--- src/rtl/tmr2_pkg.sv ---
// constants and state types for the timer two block
package tmr2_pkg;

  // ------------------------------------------------------------
  // register offsets
  // ------------------------------------------------------------
  localparam logic [7:0] ADDR_CTRL   = 8'hc8; // timer_two_control
  localparam logic [7:0] ADDR_MODE   = 8'hc9; // timer_two_mode_control
  localparam logic [7:0] ADDR_RCAP_L = 8'hca; // capture_reload_low
  localparam logic [7:0] ADDR_RCAP_H = 8'hcb; // capture_reload_high
  localparam logic [7:0] ADDR_CNT_L  = 8'hcc; // count_low_byte
  localparam logic [7:0] ADDR_CNT_H  = 8'hcd; // count_high_byte

  // ------------------------------------------------------------
  // control register fields
  // ------------------------------------------------------------
  localparam int CTRL_OVF  = 7; // overflow_flag
  localparam int CTRL_EXF  = 6; // external_flag
  localparam int CTRL_RCLK = 5; // receive clock select
  localparam int CTRL_TCLK = 4; // transmit clock select
  localparam int CTRL_EXEN = 3; // external_enable
  localparam int CTRL_RUN  = 2; // run_control
  localparam int CTRL_CT   = 1; // counter_timer_select
  localparam int CTRL_CPRL = 0; // capture_reload_select

  // ------------------------------------------------------------
  // mode register fields
  // ------------------------------------------------------------
  localparam int MODE_HC5  = 7; // hw_clear_ext5
  localparam int MODE_HC2  = 4; // hw_clear_ext2 .. ext5 sit in 4..7
  localparam int MODE_CRST = 3; // capture_reset
  localparam int MODE_OE   = 1; // clock_out_enable
  localparam int MODE_DOWN_COUNT_ENABLE = 0; // down_count_enable

  // ------------------------------------------------------------
  // reset values and timing counts
  // ------------------------------------------------------------
  localparam logic [7:0]  RST_BYTE   = 8'h00;
  localparam logic [15:0] RST_WORD   = 16'h0000;
  localparam logic [15:0] CNT_ONES   = 16'hffff;
  localparam logic [3:0]  DIV_SLOW   = 4'hc; // clocks per tick, speed select 0
  localparam logic [3:0]  DIV_FAST   = 4'h4; // clocks per tick, speed select 1

  // ------------------------------------------------------------
  // block state
  // ------------------------------------------------------------
  typedef struct packed {
    logic [7:0]  ctrl;
    logic [7:0]  mode;
    logic [15:0] cnt;
    logic [15:0] rcap;
    logic [7:0]  rdata;
    logic [3:0]  pre;
    logic        half;
    logic [2:0]  trig_sync;   // [0] first, [1] second, [2] previous
    logic [2:0]  cpin_sync;
    logic        clk_out;
    logic        rx_tick;
    logic        tx_tick;
    logic [3:0]  ext_int;
  } tmr2_state_s;

endpackage

--- src/rtl/tmr2_top.sv ---
// timer two: counter, capture, reload, baud generation and clock out
`timescale 1ns/10ps
`default_nettype none

// Behaviour
// [RULE1] overflow flag sets on rollover, or count equal capture while counting down
// [RULE2] hardware sets overflow flag only with both clock selects zero; software writes freely
// [RULE3] external flag sets on trigger fall or on overflow in down-count mode
// [RULE4] set external or overflow flag raises timer interrupt when enabled
// [RULE5] receive clock select picks timer one or this timer overflow; forces baud mode
// [RULE6] transmit clock select picks timer one or this timer overflow; forces baud mode
// [RULE7] trigger fall captures or reloads only with external enable, outside baud mode
// [RULE8] run control enables counting; cleared holds count bytes
// [RULE9] baud mode advances counter every 2 clocks regardless of counter select
// [RULE10] counter select 0 counts prescaled clock, 1 counts count pin falls
// [RULE11] in baud mode capture select ignored, reload on every overflow
// [RULE12] reload mode reloads on overflow and on enabled trigger fall
// [RULE13] capture mode copies count bytes into capture registers on enabled trigger fall
// [RULE14] capture reset clears counter after capture
// [RULE15] clock out enable switches clock-out function
// [RULE16] down-count enable with trigger level sets direction in auto-reload mode
// [RULE17] capture low and high take count low and high bytes
// [RULE18] capture low and high form reload value low and high bytes
// [RULE19] hw clear bits clear external interrupt 2..5 flags on service entry
// [RULE20] low byte is bits 7..0, high 15..8; up rolls all ones to zero
// [RULE21] down-count mode counts up while trigger high, down while low
module tmr2_top (
  // clock and reset
  input  wire logic       CLOCK_I,
  input  wire logic       RSTN_I,
  // register port
  input  wire logic [7:0] ADDR_I,
  input  wire logic [7:0] WDATA_I,
  input  wire logic       WR_I,
  input  wire logic       RD_I,
  output logic      [7:0] RDATA_O,
  // pins
  input  wire logic       COUNT_PIN_I,
  input  wire logic       TRIGGER_PIN_I,
  output logic            CLOCK_OUT_O,
  output logic            CLOCK_OUT_OE_O,
  // core side
  input  wire logic       CLOCK_SPEED_SELECT_I,
  input  wire logic       TIMER1_OVF_I,
  input  wire logic       TIMER_INT_EN_I,
  output logic            TIMER_IRQ_O,
  output logic            OVERFLOW_FLAG_O,
  output logic            EXTERNAL_FLAG_O,
  output logic            OVERFLOW_O,
  output logic            RX_BAUD_TICK_O,
  output logic            TX_BAUD_TICK_O,
  // external interrupts 2..5
  input  wire logic [3:0] EXT_INT_SET_I,
  input  wire logic [3:0] EXT_INT_ENTRY_I,
  output logic      [3:0] EXT_INT_FLAG_O
);

  // ------------------------------------------------------------
  // state and decoded terms
  // ------------------------------------------------------------
  tmr2_pkg::tmr2_state_s st_r;
  tmr2_pkg::tmr2_state_s st_nxt;
  logic                  baud_mode;
  logic                  down_count_enable_mode;
  logic                  trig_fall;
  logic                  cpin_fall;
  logic                  count_up;
  logic                  tick;
  logic                  up_ovf;
  logic                  dn_ovf;
  logic                  ovf_evt;
  logic                  ext_edge;
  logic                  cap_evt;
  logic                  rld_evt;
  logic [3:0]            div_m1;
  logic                  wr_cnt;

  // address match for a write strobe
  function automatic logic wr_hit(input logic [7:0] a);
    wr_hit = WR_I && (ADDR_I == a);
  endfunction

  // mode and event decode
  always_comb begin
    baud_mode = st_r.ctrl[tmr2_pkg::CTRL_RCLK] | st_r.ctrl[tmr2_pkg::CTRL_TCLK]; // [RULE5] [RULE6]
    down_count_enable_mode = st_r.mode[tmr2_pkg::MODE_DOWN_COUNT_ENABLE] & ~st_r.ctrl[tmr2_pkg::CTRL_CPRL] & ~baud_mode;
    trig_fall = st_r.trig_sync[2] & ~st_r.trig_sync[1];
    cpin_fall = st_r.cpin_sync[2] & ~st_r.cpin_sync[1];
    count_up  = ~down_count_enable_mode | st_r.trig_sync[1]; // [RULE16] [RULE21]
    div_m1    = (CLOCK_SPEED_SELECT_I ? tmr2_pkg::DIV_FAST : tmr2_pkg::DIV_SLOW) - 4'h1;
    // tick source: baud half rate, pin edges, or prescaled clock
    if (!st_r.ctrl[tmr2_pkg::CTRL_RUN]) begin
      tick = 1'b0; // [RULE8]
    end else if (baud_mode) begin
      tick = st_r.half; // [RULE9]
    end else if (st_r.ctrl[tmr2_pkg::CTRL_CT]) begin
      tick = cpin_fall; // [RULE10]
    end else begin
      tick = (st_r.pre == div_m1); // [RULE10]
    end
    up_ovf   = tick & count_up & (st_r.cnt == tmr2_pkg::CNT_ONES); // [RULE20]
    dn_ovf   = tick & ~count_up & (st_r.cnt == st_r.rcap); // [RULE1]
    ovf_evt  = up_ovf | dn_ovf;
    ext_edge = trig_fall & st_r.ctrl[tmr2_pkg::CTRL_EXEN] & ~down_count_enable_mode; // [RULE7]
    cap_evt  = ext_edge & st_r.ctrl[tmr2_pkg::CTRL_CPRL] & ~baud_mode; // [RULE13]
    rld_evt  = ext_edge & ~st_r.ctrl[tmr2_pkg::CTRL_CPRL] & ~baud_mode; // [RULE12]
    wr_cnt   = wr_hit(tmr2_pkg::ADDR_CNT_L) | wr_hit(tmr2_pkg::ADDR_CNT_H);
  end

  // ------------------------------------------------------------
  // next state
  // ------------------------------------------------------------
  always_comb begin
    st_nxt = st_r;
    // pin synchronisers and edge history
    st_nxt.trig_sync = {st_r.trig_sync[1], st_r.trig_sync[0], TRIGGER_PIN_I};
    st_nxt.cpin_sync = {st_r.cpin_sync[1], st_r.cpin_sync[0], COUNT_PIN_I};
    // free running prescalers
    st_nxt.half = ~st_r.half;
    st_nxt.pre  = (st_r.pre >= div_m1) ? 4'h0 : st_r.pre + 4'h1;
    // counter advance and overflow handling
    if (up_ovf) begin
      if (baud_mode || !st_r.ctrl[tmr2_pkg::CTRL_CPRL]) begin
        st_nxt.cnt = st_r.rcap; // [RULE11] [RULE12] [RULE18]
      end else begin
        st_nxt.cnt = tmr2_pkg::RST_WORD; // [RULE20]
      end
    end else if (dn_ovf) begin
      st_nxt.cnt = tmr2_pkg::CNT_ONES;
    end else if (tick) begin
      st_nxt.cnt = count_up ? st_r.cnt + 16'h0001 : st_r.cnt - 16'h0001;
    end
    // trigger pin reload
    if (rld_evt) begin
      st_nxt.cnt = st_r.rcap; // [RULE12]
    end
    // software writes to the count bytes override counting
    if (wr_hit(tmr2_pkg::ADDR_CNT_L)) begin
      st_nxt.cnt[7:0] = WDATA_I;
    end
    if (wr_hit(tmr2_pkg::ADDR_CNT_H)) begin
      st_nxt.cnt[15:8] = WDATA_I;
    end
    if (wr_hit(tmr2_pkg::ADDR_RCAP_L)) begin
      st_nxt.rcap[7:0] = WDATA_I;
    end
    if (wr_hit(tmr2_pkg::ADDR_RCAP_H)) begin
      st_nxt.rcap[15:8] = WDATA_I;
    end
    // capture wins over a software write to the capture registers
    if (cap_evt) begin
      st_nxt.rcap = st_r.cnt; // [RULE13] [RULE17]
      if (st_r.mode[tmr2_pkg::MODE_CRST] && !wr_cnt) begin
        st_nxt.cnt = tmr2_pkg::RST_WORD; // [RULE14]
      end
    end
    if (wr_hit(tmr2_pkg::ADDR_MODE)) begin
      st_nxt.mode = WDATA_I;
    end
    // control write first, hardware flag sets win afterwards
    if (wr_hit(tmr2_pkg::ADDR_CTRL)) begin
      st_nxt.ctrl = WDATA_I; // [RULE2]
    end
    if (ovf_evt && !baud_mode) begin
      st_nxt.ctrl[tmr2_pkg::CTRL_OVF] = 1'b1; // [RULE1] [RULE2]
    end
    if (ext_edge || (down_count_enable_mode && ovf_evt)) begin
      st_nxt.ctrl[tmr2_pkg::CTRL_EXF] = 1'b1; // [RULE3]
    end
    // clock out toggles on each overflow while clock out enable is set
    if (ovf_evt && st_r.mode[tmr2_pkg::MODE_OE]) begin
      st_nxt.clk_out = ~st_r.clk_out; // [RULE15]
    end
    // serial port 0 time base selection
    st_nxt.rx_tick = st_r.ctrl[tmr2_pkg::CTRL_RCLK] ? ovf_evt : TIMER1_OVF_I; // [RULE5]
    st_nxt.tx_tick = st_r.ctrl[tmr2_pkg::CTRL_TCLK] ? ovf_evt : TIMER1_OVF_I; // [RULE6]
    // external interrupt flags: set wins over service clear
    st_nxt.ext_int = (st_r.ext_int
                      & ~(EXT_INT_ENTRY_I & st_r.mode[tmr2_pkg::MODE_HC5:tmr2_pkg::MODE_HC2]))
                     | EXT_INT_SET_I; // [RULE19]
    // read data, one cycle after the strobe
    st_nxt.rdata = tmr2_pkg::RST_BYTE;
    if (RD_I) begin
      case (ADDR_I)
        tmr2_pkg::ADDR_CTRL:   st_nxt.rdata = st_r.ctrl;
        tmr2_pkg::ADDR_MODE:   st_nxt.rdata = st_r.mode;
        tmr2_pkg::ADDR_RCAP_L: st_nxt.rdata = st_r.rcap[7:0];
        tmr2_pkg::ADDR_RCAP_H: st_nxt.rdata = st_r.rcap[15:8];
        tmr2_pkg::ADDR_CNT_L:  st_nxt.rdata = st_r.cnt[7:0];
        tmr2_pkg::ADDR_CNT_H:  st_nxt.rdata = st_r.cnt[15:8];
        default:               st_nxt.rdata = tmr2_pkg::RST_BYTE;
      endcase
    end
  end

  // state register
  always_ff @(posedge CLOCK_I) begin
    if (!RSTN_I) begin
      st_r <= '0;
    end else begin
      st_r <= st_nxt;
    end
  end

  // ------------------------------------------------------------
  // outputs
  // ------------------------------------------------------------
  assign RDATA_O         = st_r.rdata;
  assign CLOCK_OUT_O     = st_r.clk_out;
  assign CLOCK_OUT_OE_O  = st_r.mode[tmr2_pkg::MODE_OE] & ~st_r.ctrl[tmr2_pkg::CTRL_CT]; // [RULE15]
  assign OVERFLOW_FLAG_O = st_r.ctrl[tmr2_pkg::CTRL_OVF];
  assign EXTERNAL_FLAG_O = st_r.ctrl[tmr2_pkg::CTRL_EXF];
  assign OVERFLOW_O      = ovf_evt;
  assign RX_BAUD_TICK_O  = st_r.rx_tick;
  assign TX_BAUD_TICK_O  = st_r.tx_tick;
  assign EXT_INT_FLAG_O  = st_r.ext_int;
  // interrupt request from either flag
  assign TIMER_IRQ_O     = TIMER_INT_EN_I
                           & (st_r.ctrl[tmr2_pkg::CTRL_EXF] | st_r.ctrl[tmr2_pkg::CTRL_OVF]); // [RULE4]

  // per line service clear and hold, interrupts 2..5
  for (genvar i = 0; i < $bits(EXT_INT_FLAG_O); i++) begin : g_hc

  end
endmodule

`default_nettype wire

--- config.mk ---
export PLATFORM = sky130hd
export DESIGN_NAME = tmr2_top
export DESIGN_NICKNAME = d
export VERILOG_FILES = /design/src/rtl/tmr2_pkg.sv /design/src/rtl/tmr2_top.sv
export SDC_FILE = /design/constraint.sdc
export NUM_CORES = 1
export LEC_CHECK = 0
export ABC_AREA = 1
export BUFFER_PORTS_ARGS = -buffer_cell sky130_fd_sc_hd__buf_2
export CORE_MARGIN = 3
export CORE_UTILIZATION = 55
export DETAILED_ROUTE_END_ITERATION = 7
export GPL_TIMING_DRIVEN = 0
export PLACE_DENSITY = 0.82
export SKIP_LAST_GASP = 1
export SYNTH_ARGS = -nofsm -noshare
export SYNTH_HDL_FRONTEND = slang
export SYNTH_SLANG_ARGS = --single-unit
--- constraint.sdc ---
create_clock -name CLOCK_I -period 4.6 [get_ports CLOCK_I]
set_input_delay 0.23 -clock CLOCK_I [delete_from_list [all_inputs] [get_ports CLOCK_I]]
set_output_delay 0.23 -clock CLOCK_I [all_outputs]
set_load 0.005 [all_outputs]
; ---- Word level (Yosys, flattened, before mapping)
; Index checks and enable logic that the tools add are counted.
[classes]
mux = 22
addsub = 4
order_cmp = 1
reduce_logical = 21
n_eq_ne = 9
n_bitwise = 35
[op_table]
columns = operator, n
row1 = 2-to-1 mux 16 bit, 7
row2 = "equality test 8 bit, second input constant", 6
row3 = case mux 8 bit (6 select lines), 1
row4 = 2-to-1 mux 8 bit, 5
row5 = 2-to-1 mux 32 bit, 1
row6 = "adder 16 x 1 -> 16 bit, second input constant", 1
row7 = bitwise AND 1 bit, 16
row8 = equality test 16 bit, 1
row9 = "equality test 16 bit, second input constant", 1
row10 = "subtractor 16 x 1 -> 16 bit, second input constant", 1
row11 = logical AND 1 bit, 10
row12 = NOT 1 bit, 10
row13 = bitwise AND 4 bit, 2
row14 = nonzero test 2 bit, 4
row15 = 2-to-1 mux 1 bit, 7
row16 = OR 1 bit, 5
row17 = "adder 4 x 1 -> 4 bit, second input constant", 1
row18 = equality test 4 bit, 1
row19 = >= comparator 4 bit, 1
row20 = 2-to-1 mux 4 bit, 1
row21 = NOT 4 bit, 1
row22 = OR 4 bit, 1
row23 = "subtractor 4 x 1 -> 4 bit, second input constant", 1
row24 = zero test 1 bit, 3
row25 = 3 further kinds, 4
[totals]
output_inout_bits = 20
elab_cells = 108
input_bits = 33
register_bits = 74

; ---- Longest topological paths before layout
; Gate-level depths: netlist of the first run.
[depth]
depth_word = 14
mapped_depth = 21
depth_no_buf = 20

; ---- Least setup slack after synthesis of the first run
; No wires, ideal clock.
[synth_timing]
path_kind = register -> register
start = register st_r[58] (netlist bit)
end = register st_r[52] (netlist bit)
t_arrival_ns = 1.917
period_less_slack_ns = 2.039
path_stages_with_launch = 22
setup_slack_ns = 2.561
setup_ns = 0.122
path_buffers = 1
required_time_ns = 4.478
path_cell_list = dfxtp_1 -> inv_2 -> nor2_4 -> nand3_4 -> buf_6 -> nand2_2 -> nand2_1 -> inv_1 -> ha_1 -> inv_1 -> nand2_1 -> inv_1 -> nor2_4 -> nand2_2 -> o21bai_4 -> nand2_1 -> nand2_1 -> nand2_1 -> nand3_1 -> nand2_1 -> nand2_1 -> a21oi_2
[synth_between]
elab_chain_len = 13
elab_cells_between_ends = 22
cone_classes = mux: 8 / bitwise: 14
[synth_lines]
columns = element, line
row1 = start: declaration, tmr2_top.sv:61  ; tmr2_pkg::tmr2_state_s st_r;
row2 = start signal: assignment, tmr2_top.sv:201  ; st_r <= st_nxt;
row3 = bitwise AND 1 bit (*) (2 in series), tmr2_top.sv:86  ; down_count_enable_mode = st_r.mode[tmr2_pkg::MODE_DOWN_COUNT_ENABLE] & ~st_r.ctrl[tmr2_pkg::CTRL_CPRL] & ~baud ...
row4 = NOT 1 bit (*), "tmr2_top.sv:89, tmr2_top.sv:104"
row5 = OR 1 bit, tmr2_top.sv:89  ; count_up = ~down_count_enable_mode | st_r.trig_sync[1];
row6 = NOT 1 bit, tmr2_top.sv:102  ; dn_ovf = tick & ~count_up & (st_r.cnt == st_r.rcap);
row7 = bitwise AND 1 bit (2 in series), tmr2_top.sv:102
row8 = 2-to-1 mux 16 bit, tmr2_top.sv:128  ; end else if (dn_ovf) begin
row9 = 2-to-1 mux 16 bit, tmr2_top.sv:122  ; if (up_ovf) begin
row10 = 2-to-1 mux 16 bit, tmr2_top.sv:134  ; if (rld_evt) begin
row11 = 2-to-1 mux 8 bit, tmr2_top.sv:141  ; if (wr_hit(tmr2_pkg::ADDR_CNT_H)) begin
row12 = 2-to-1 mux 16 bit, tmr2_top.sv:153  ; if (st_r.mode[tmr2_pkg::MODE_CRST] && !wr_cnt) begin
row13 = 2-to-1 mux 32 bit (*), tmr2_top.sv:151  ; if (cap_evt) begin
; Every way passes the cells marked *; elsewhere a longest branch is shown, timed or not.
; A chain may end at the register's enable or synchronous reset.

; ---- Worst setup path after layout of the first run
[layout_timing]
start = register st_r[17] (netlist bit)
end = output OVERFLOW_O
[layout_between]
elab_chain_len = 7
elab_cells_between_ends = 9
cone_classes = eq/ne: 1 / mux: 3 / bitwise: 5
[layout_lines]
columns = element, line
row1 = equality test 4 bit (*), tmr2_top.sv:99  ; tick = (st_r.pre == div_m1);
row2 = 2-to-1 mux 1 bit (*), tmr2_top.sv:96  ; end else if (st_r.ctrl[tmr2_pkg::CTRL_CT]) begin
row3 = 2-to-1 mux 1 bit (*), tmr2_top.sv:94  ; end else if (baud_mode) begin
row4 = 2-to-1 mux 1 bit (*), tmr2_top.sv:92  ; if (!st_r.ctrl[tmr2_pkg::CTRL_RUN]) begin
row5 = "bitwise AND 1 bit, on equally long branches (2 in series)", "tmr2_top.sv:101, tmr2_top.sv:102"
row6 = OR 1 bit (*), tmr2_top.sv:103  ; ovf_evt = up_ovf | dn_ovf;
row7 = end: declaration, tmr2_top.sv:49  ; output logic OVERFLOW_O,
; Marked as above.

==> results of run 1 <==
-- per-stage QoR --
stage          setup WS, ns  power (uW)  instances  hold slack [ns]
2_1_floorplan         2.561       713.7        810           0.3276
3_3_place_gp          2.189       751.7        970           0.3962
3_5_place_dp          2.085       754.6        970           0.4115
4_1_cts               1.943        1351        986          0.04538
5_1_grt               1.694        1386        986          0.04654
6_report              1.886        1354        986          0.04619
-- routing by layer --
layer | GRT usage [%] | vias up | wire length, um
li1 | - | 2760 | -
met1 | 50.23 | 2651 | 7219
met2 | 55.37 | 440 | 8097
met3 | 8.942 | 76 | 2680
met4 | 14.83 | 0 | 845
met5 | 0 | - | 0
-- logic make-up after synthesis --
logic type | Yosys count | share of synthesized area [%]
XOR/XNOR | 20 | 3.457
buffers and inverters | 155 | 13.19
AO/OA/AOI/OAI | 191 | 21.75
AND/OR/NAND/NOR | 367 | 31.63
adder cells (fa/ha/maj) | 3 | 0.7408
flip-flops | 74 | 29.23
-- registers in the layout (all words and copies together), names as in the netlist --
| name | cells |
|---|---|
| EXTERNAL_FLAG_O | 1 |
| TX_BAUD_TICK_O | 1 |
| RX_BAUD_TICK_O | 1 |
| EXT_INT_FLAG_O | 4 |
| st_r | 53 |
| st_nxt | 4 |
| OVERFLOW_FLAG_O | 1 |
| RDATA_O | 8 |
| CLOCK_OUT_O | 1 |
-- where the power goes --
part | internal, uW | switching, uW
clock | 328 | 283
sequential | 650 | 5.85
combinational | 30.5 | 56.7
-- area by class of cell --
cell class / count / share of cell area (%)
clock buffers: 10 / 2.415
well taps: 108 / 2.372
repair buffers: 52 / 4.567
flip-flops and latches: 74 / 26.00
inverters: 118 / 7.773
multi-input cells: 581 / 51.21
clock inverters: 6 / 1.713
plain buffers: 37 / 3.953
-- worst max path at each step --
stage | start | endpoint | slack (ns) | depth (start not counted)
final | st_r[17] | OVERFLOW_O | 1.89 | 10
after floorplan | st_r[58] | st_r[52] | 2.56 | 21
after CTS | st_r[17] | OVERFLOW_O | 1.94 | 10
after global routing | st_r[17] | OVERFLOW_O | 1.69 | 10
after detailed placement | st_r[58] | st_r[56] | 2.09 | 20
after global placement | st_r[58] | st_r[56] | 2.19 | 21
-- Yosys cell counts, types with 10 or more instances --
cell      number  area share (%)
a21oi_1       84             8.3
a41oi_1       10             1.7
buf_4         14             2.1
clkbuf_1      11            0.81
dfxtp_1       74              29
inv_1        105             7.8
nand2_1      187              14
nand3_1       31             3.1
nand4_1       22             2.7
nor2_1        97             7.2
o21ai_0       58             5.7
o22ai_1       11             1.4
xor2_1        17             2.9
-- worst max-delay path: cells and delay by family (launching register included) --
family          cells  cell delay, ns
buf+inv             4            0.79
simple gates        4            0.58
flops               1            0.34
fa+ha+maj           1            0.32
compound gates      1            0.09
==> results.md, run 1 <==
* Overall routing resource usage at 36.65%
* WL/cell at 19.11 um
* CP endpoint kind: output pin
* Lkg Pwr at 0.002550 uW
* Yosys warns at 0
* DRC violations left at 0
* WHS Path Cells at 3
* Post-CTS sizing at 0
* Clock Pin Slew Worst Setup and Hold Paths at 0.09 ns
* CP most frequent cell: buf_2
* Skew final at 0.009688 ns
* R2r setup slk at 2.01 ns
* Worst EP required at 4.37 ns
* Most common cell after layout, fill and taps aside: nand2_1
* WP data arrival at 2.48 ns
* Final hold violations at 0
* Max Freq at 0.3684 GHz
* Post-synthesis sequential area ratio at 29.23%
* Final Cell Area at 5698 um^2
* Commonest non-fill, non-tap cells in the layout: 187 x nand2_1, 105 x inv_1, 97 x nor2_1
* Die Ht at 102.0 um
* Syn Inst Count at 810
* Worst-Margin Slew at 0.6351 ns
* Mean Syn Cell Area at 6.256 um^2
* GP Congestion at 0.9897
* Vias in the first global route at 5455
* Fin util at 64.39%
* Mapped Nets at 846
* Antenna violations before repair at 0
* Register bit total from synthesis at 74
* IO Port Bufs at 52
* Die area at 10400 um^2
* Register Area at 1481 um^2
* Pre-Repair DR Iteration Count at 6
* Worst skew pair latency at 0.36 ns
* Period utilisation layout at 59.00%
* RSZ-0062 raised after global routing: false
* Power Density at 237.7 nW/um^2
* VDD IR max at 0.0001928 V
* Initial DRC Count at 758
* Boundary Pins at 53
* Crit-path max cell delay at 0.34 ns
* Via density at 6.011
* Max Cap Violations at 0
* Hold Crit Start: TRIGGER_PIN_I
* Initial Utilization at 57.27%
* CP max-delay cell: dfxtp_1
* Hold Path Sink: st_nxt[11]
* R2R Path Start: st_r[58]
* Largest net degree at the start of global routing at 15
* Async S/R FF share, synth at 0%
* CTS buffer count at 9
* Area of the multi-input gates at 2918 um^2
* Status: finished, final reports clean
* Post-Route WL at 18.84 mm
* Crit path time final at 2.714 ns
* Routed via count at 5927
* Filler cell count at 849
* CTS tree: done
* GRT overflow at 0
* Largest fanout on the critical path at 10
* Area grow syn2layout at 12.44%
* CTS sink cnt at 74
* Most used DFF post-synth: dfxtp_1
* Share of layout cells above drive strength 1 at 14.81%
* Cell depth of the worst flop-to-flop path at 20
* Die width at 102.0 um
* H-tree depth at 3
* CP Launch Type: flop
* Hold crit path type: in2reg
* Hpwl dp at 14.39 mm
* First-pass GRT wire length at 28.97 mm
* Row cnt at 34
* Crit path cell chain: ha_1 -> nand4_1 -> o211ai_1 -> nand2_1 -> inv_1 -> buf_2 -> nand3_1 -> nand2_1 -> buf_2 -> buf_2
* Post-CTS Setup Bufs at 0
* Clk buf depth at 2
* Worst r2r dst: st_r[56]
* Setup TNS at 0 ns
* Setup CP Type: reg2out
* Post-route ant nets at 0
* Nets at 909
* Antenna cell count at 0
* Cts hold-fix bufs at 0
* Endpoints failing setup at 0
* Clock root buffer: clkbuf_8
* Mapped Area at 5067 um^2
* Core ar. at 8848 um^2
* Synth cell types at 42
* Slew HR at 57.66%
* Final Max Slew Viols at 0
* Post-synth EDFFs at 0
* DP Area at 5463 um^2
No activity file was read; power rests on OpenSTA's default activity.
==> run 2: changes to the inputs <==
CORE_UTILIZATION = 54   (was 55)
PLACE_DENSITY = 0.84   (was 0.82)
clock period = 2.3 ns   (was 4.6 ns; I/O delays follow)
==> run 2 against run 1 <==
Effect of this change: largest cell class unchanged; clock-buffer cell count did not move; final cell count grew 2.0%; total power grew 91%; hold slack better by 0.016 ns; sequential share of layout area down 1.2 points; largest power group unchanged; critical endpoint unchanged; via count up 0.62%; the flow now finishes with violations (setup timing).
==> results.md, run 2 (synthesized netlist as in run 1, its figures left out) <==
* Skew final at 0.009543 ns (-0.0001443 ns)
* Row cnt at 34 (unchanged)
* Lkg Pwr at 0.002673 uW (+4.8%)
* CP Launch Type: flop
* CTS sink cnt at 74 (unchanged)
* Period utilisation layout at 101.3%
* CP Launch Point: st_r[70]
* Power Density at 431.7 nW/um^2 (+82%)
* Commonest non-fill, non-tap cells in the layout: 177 x nand2_1, 102 x inv_1, 96 x nor2_1
* Biggest register: st_r
* WP data arrival at 2.21 ns (-0.27 ns)
* Clock Pin Slew Worst Setup and Hold Paths at 0.08 ns (about the same)
* Setup TNS at -0.02926 ns (-0.02926 ns)
* Largest net degree at the start of global routing at 13 (-2)
* VDD IR max at 0.0004255 V (+120%)
* Hpwl dp at 12.68 mm (-12%)
* Non-Filler Instances at 1006 (+2.0%)
* Die Ht at 102.9 um (+0.87%)
* CTS tree: done
* Boundary Pins at 53 (unchanged)
* Worst Slack Setup Final at -0.02926 ns (-1.915 ns)
* Final Cell Area at 6003 um^2 (+5.4%)
* Post-Route WL at 17.34 mm (-8.0%)
* Worst skew pair latency at 0.35 ns (about the same)
* Hold crit path type: in2reg
* WL/cell at 17.24 um (-9.8%)
* Crit path time final at 2.329 ns
* Max Cap Violations at 0 (unchanged)
* Crit-path max cell delay at 0.36 ns (+0.02 ns)
* Die width at 102.9 um (+0.87%)
* Initial DRC Count at 821 (+8.3%)
* Worst EP required at 2.18 ns (-2.19 ns)
* Slew HR at 60.69% (+3.0 points)
* CP max-delay cell: dfxtp_4
* Clock root buffer: clkbuf_8
* IO Port Bufs at 52 (unchanged)
* GP Congestion at 1.086 (+9.7%)
* Clk buf depth at 2 (unchanged)
* Fin util at 67.20% (+2.8 points)
* DRC violations left at 0 (unchanged)
* Filler cell count at 777 (-8.5%)
* Status: complete, but fails checks
* Share of layout cells above drive strength 1 at 19.38% (+4.6 points)
* Core ar. at 8934 um^2 (+0.96%)
* Total power at 2592 uW (+91%)
* Number of flip-flops in the largest register at 53 (unchanged)
* Pre-Repair DR Iteration Count at 7 (+1)
* Placed insts at 970 (unchanged)
* Vias in the first global route at 5168 (-5.3%)
* Failing checks: setup timing
* Die area at 10580 um^2 (+1.7%)
* Largest fanout on the critical path at 10 (unchanged)
* H-tree depth at 3 (unchanged)
* Post-route ant nets at 0 (unchanged)
* Overall routing resource usage at 32.93% (-3.7 points)
* R2R Path Start: st_r[70]
* Final Max Slew Viols at 0 (unchanged)
* Antenna cell count at 0 (unchanged)
* Antenna violations before repair at 0 (unchanged)
* Worst-Margin Slew at 0.5864 ns (-0.04869 ns)
* Nets at 930 (+2.3%)
* GRT overflow at 0 (unchanged)
* RSZ-0062 raised after global routing: true
* Crit path cell chain: nor2_4 -> buf_4 -> buf_4 -> nor2_1 -> nor2_1 -> nand2_2 -> inv_1 -> buf_4 -> nand3_1 -> nand2_1 -> buf_6 -> buf_2
* Hold Crit Start: EXT_INT_ENTRY_I[1]
* First-pass GRT wire length at 26.74 mm (-7.7%)
* Via density at 5.928 (-1.4%)
* Initial Utilization at 56.72% (-0.55 points)
* DP Area at 5463 um^2 (unchanged)
* Routed via count at 5964 (+0.62%)
* Max Freq at 0.4293 GHz
* Most common cell after layout, fill and taps aside: nand2_1
* Setup CP Type: reg2out
* Endpoints failing setup at 1 (+1)
* CP most frequent cell: buf_4
* Area grow syn2layout at 18.47%
* CTS buffer count at 9 (unchanged)
* Final hold violations at 0 (unchanged)
* CP endpoint kind: output pin
run 2: changes by cell type in the layout (fill, tap and decap cells not counted), sizes merged:
cell         delta
clkbuf          -1
inv             -2
buf            +16
dlygate4sd3     +6
clkinv          -3
clkinvlp        +4
run 2: metrics by stage:
step	worst slack [ns]	hold slack, ns
2_1_floorplan	0.2610	0.2126
3_3_place_gp	-0.07406	0.2975
3_5_place_dp	-0.1066	0.3019
4_1_cts	0.01820	0.06322
5_1_grt	-0.09871	0.07897
6_report	-0.02926	0.06264
run 2: worst paths after layout:
| check | slack, ns | depth (start not counted) | endpoint |
|---|---|---|---|
| worst min register to register | 0.42 | 2 | st_nxt[9] |
| worst max-delay path | -0.03 | 12 | OVERFLOW_O |
| worst max register to register | 0.09 | 18 | st_r[51] |
| worst min-delay path | 0.06 | 4 | EXT_INT_FLAG_O[1] |
run 2: repair_timing:
item,in CTS,in global routing
endpoints found under the setup margin,7,28
buffers inserted,2,15
endpoints found under the hold margin,6,0
gates resized for setup,4,40
pin swaps,3,11
hold buffers,6,0
run 2: cell type report:
type	instances	area [um^2]	area share (%)
inverter	118	452.9	7.545
clock inverter	5	80.08	1.334
timing repair buffer	75	451.7	7.524
sequential	74	1489	24.80
multi-input combinational	581	3030	50.48
clock buffer	10	127.6	2.126
tap	108	135.1	2.251
buffer	35	236.5	3.939
run 2: metal layers:
layer | wire (um) | global-route usage [%] | vias up
li1 | - | - | 2805
met4 | 841 | 11.95 | 0
met5 | 0 | 0 | -
met2 | 7441 | 49.65 | 420
met1 | 6710 | 44.72 | 2653
met3 | 2350 | 9.878 | 86
run 2: power breakdown:
| group | switching [uW] | total (uW) | leakage, uW | internal (uW) |
|---|---|---|---|---|
| sequential | 12.1 | 1310 | 0.000602 | 1300 |
| clock | 495 | 1100 | 0.0000984 | 604 |
| combinational | 112 | 182 | 0.00197 | 69.4 |
| total | 619 | 2590 | 0.00267 | 1970 |
run 2: worst max-delay path, delay by kind of cell, from the launching register on:
kind	cells	cell delay, ns
AND/OR/NAND/NOR	6	0.69
flip-flops	1	0.36
buffers and inverters	6	0.79
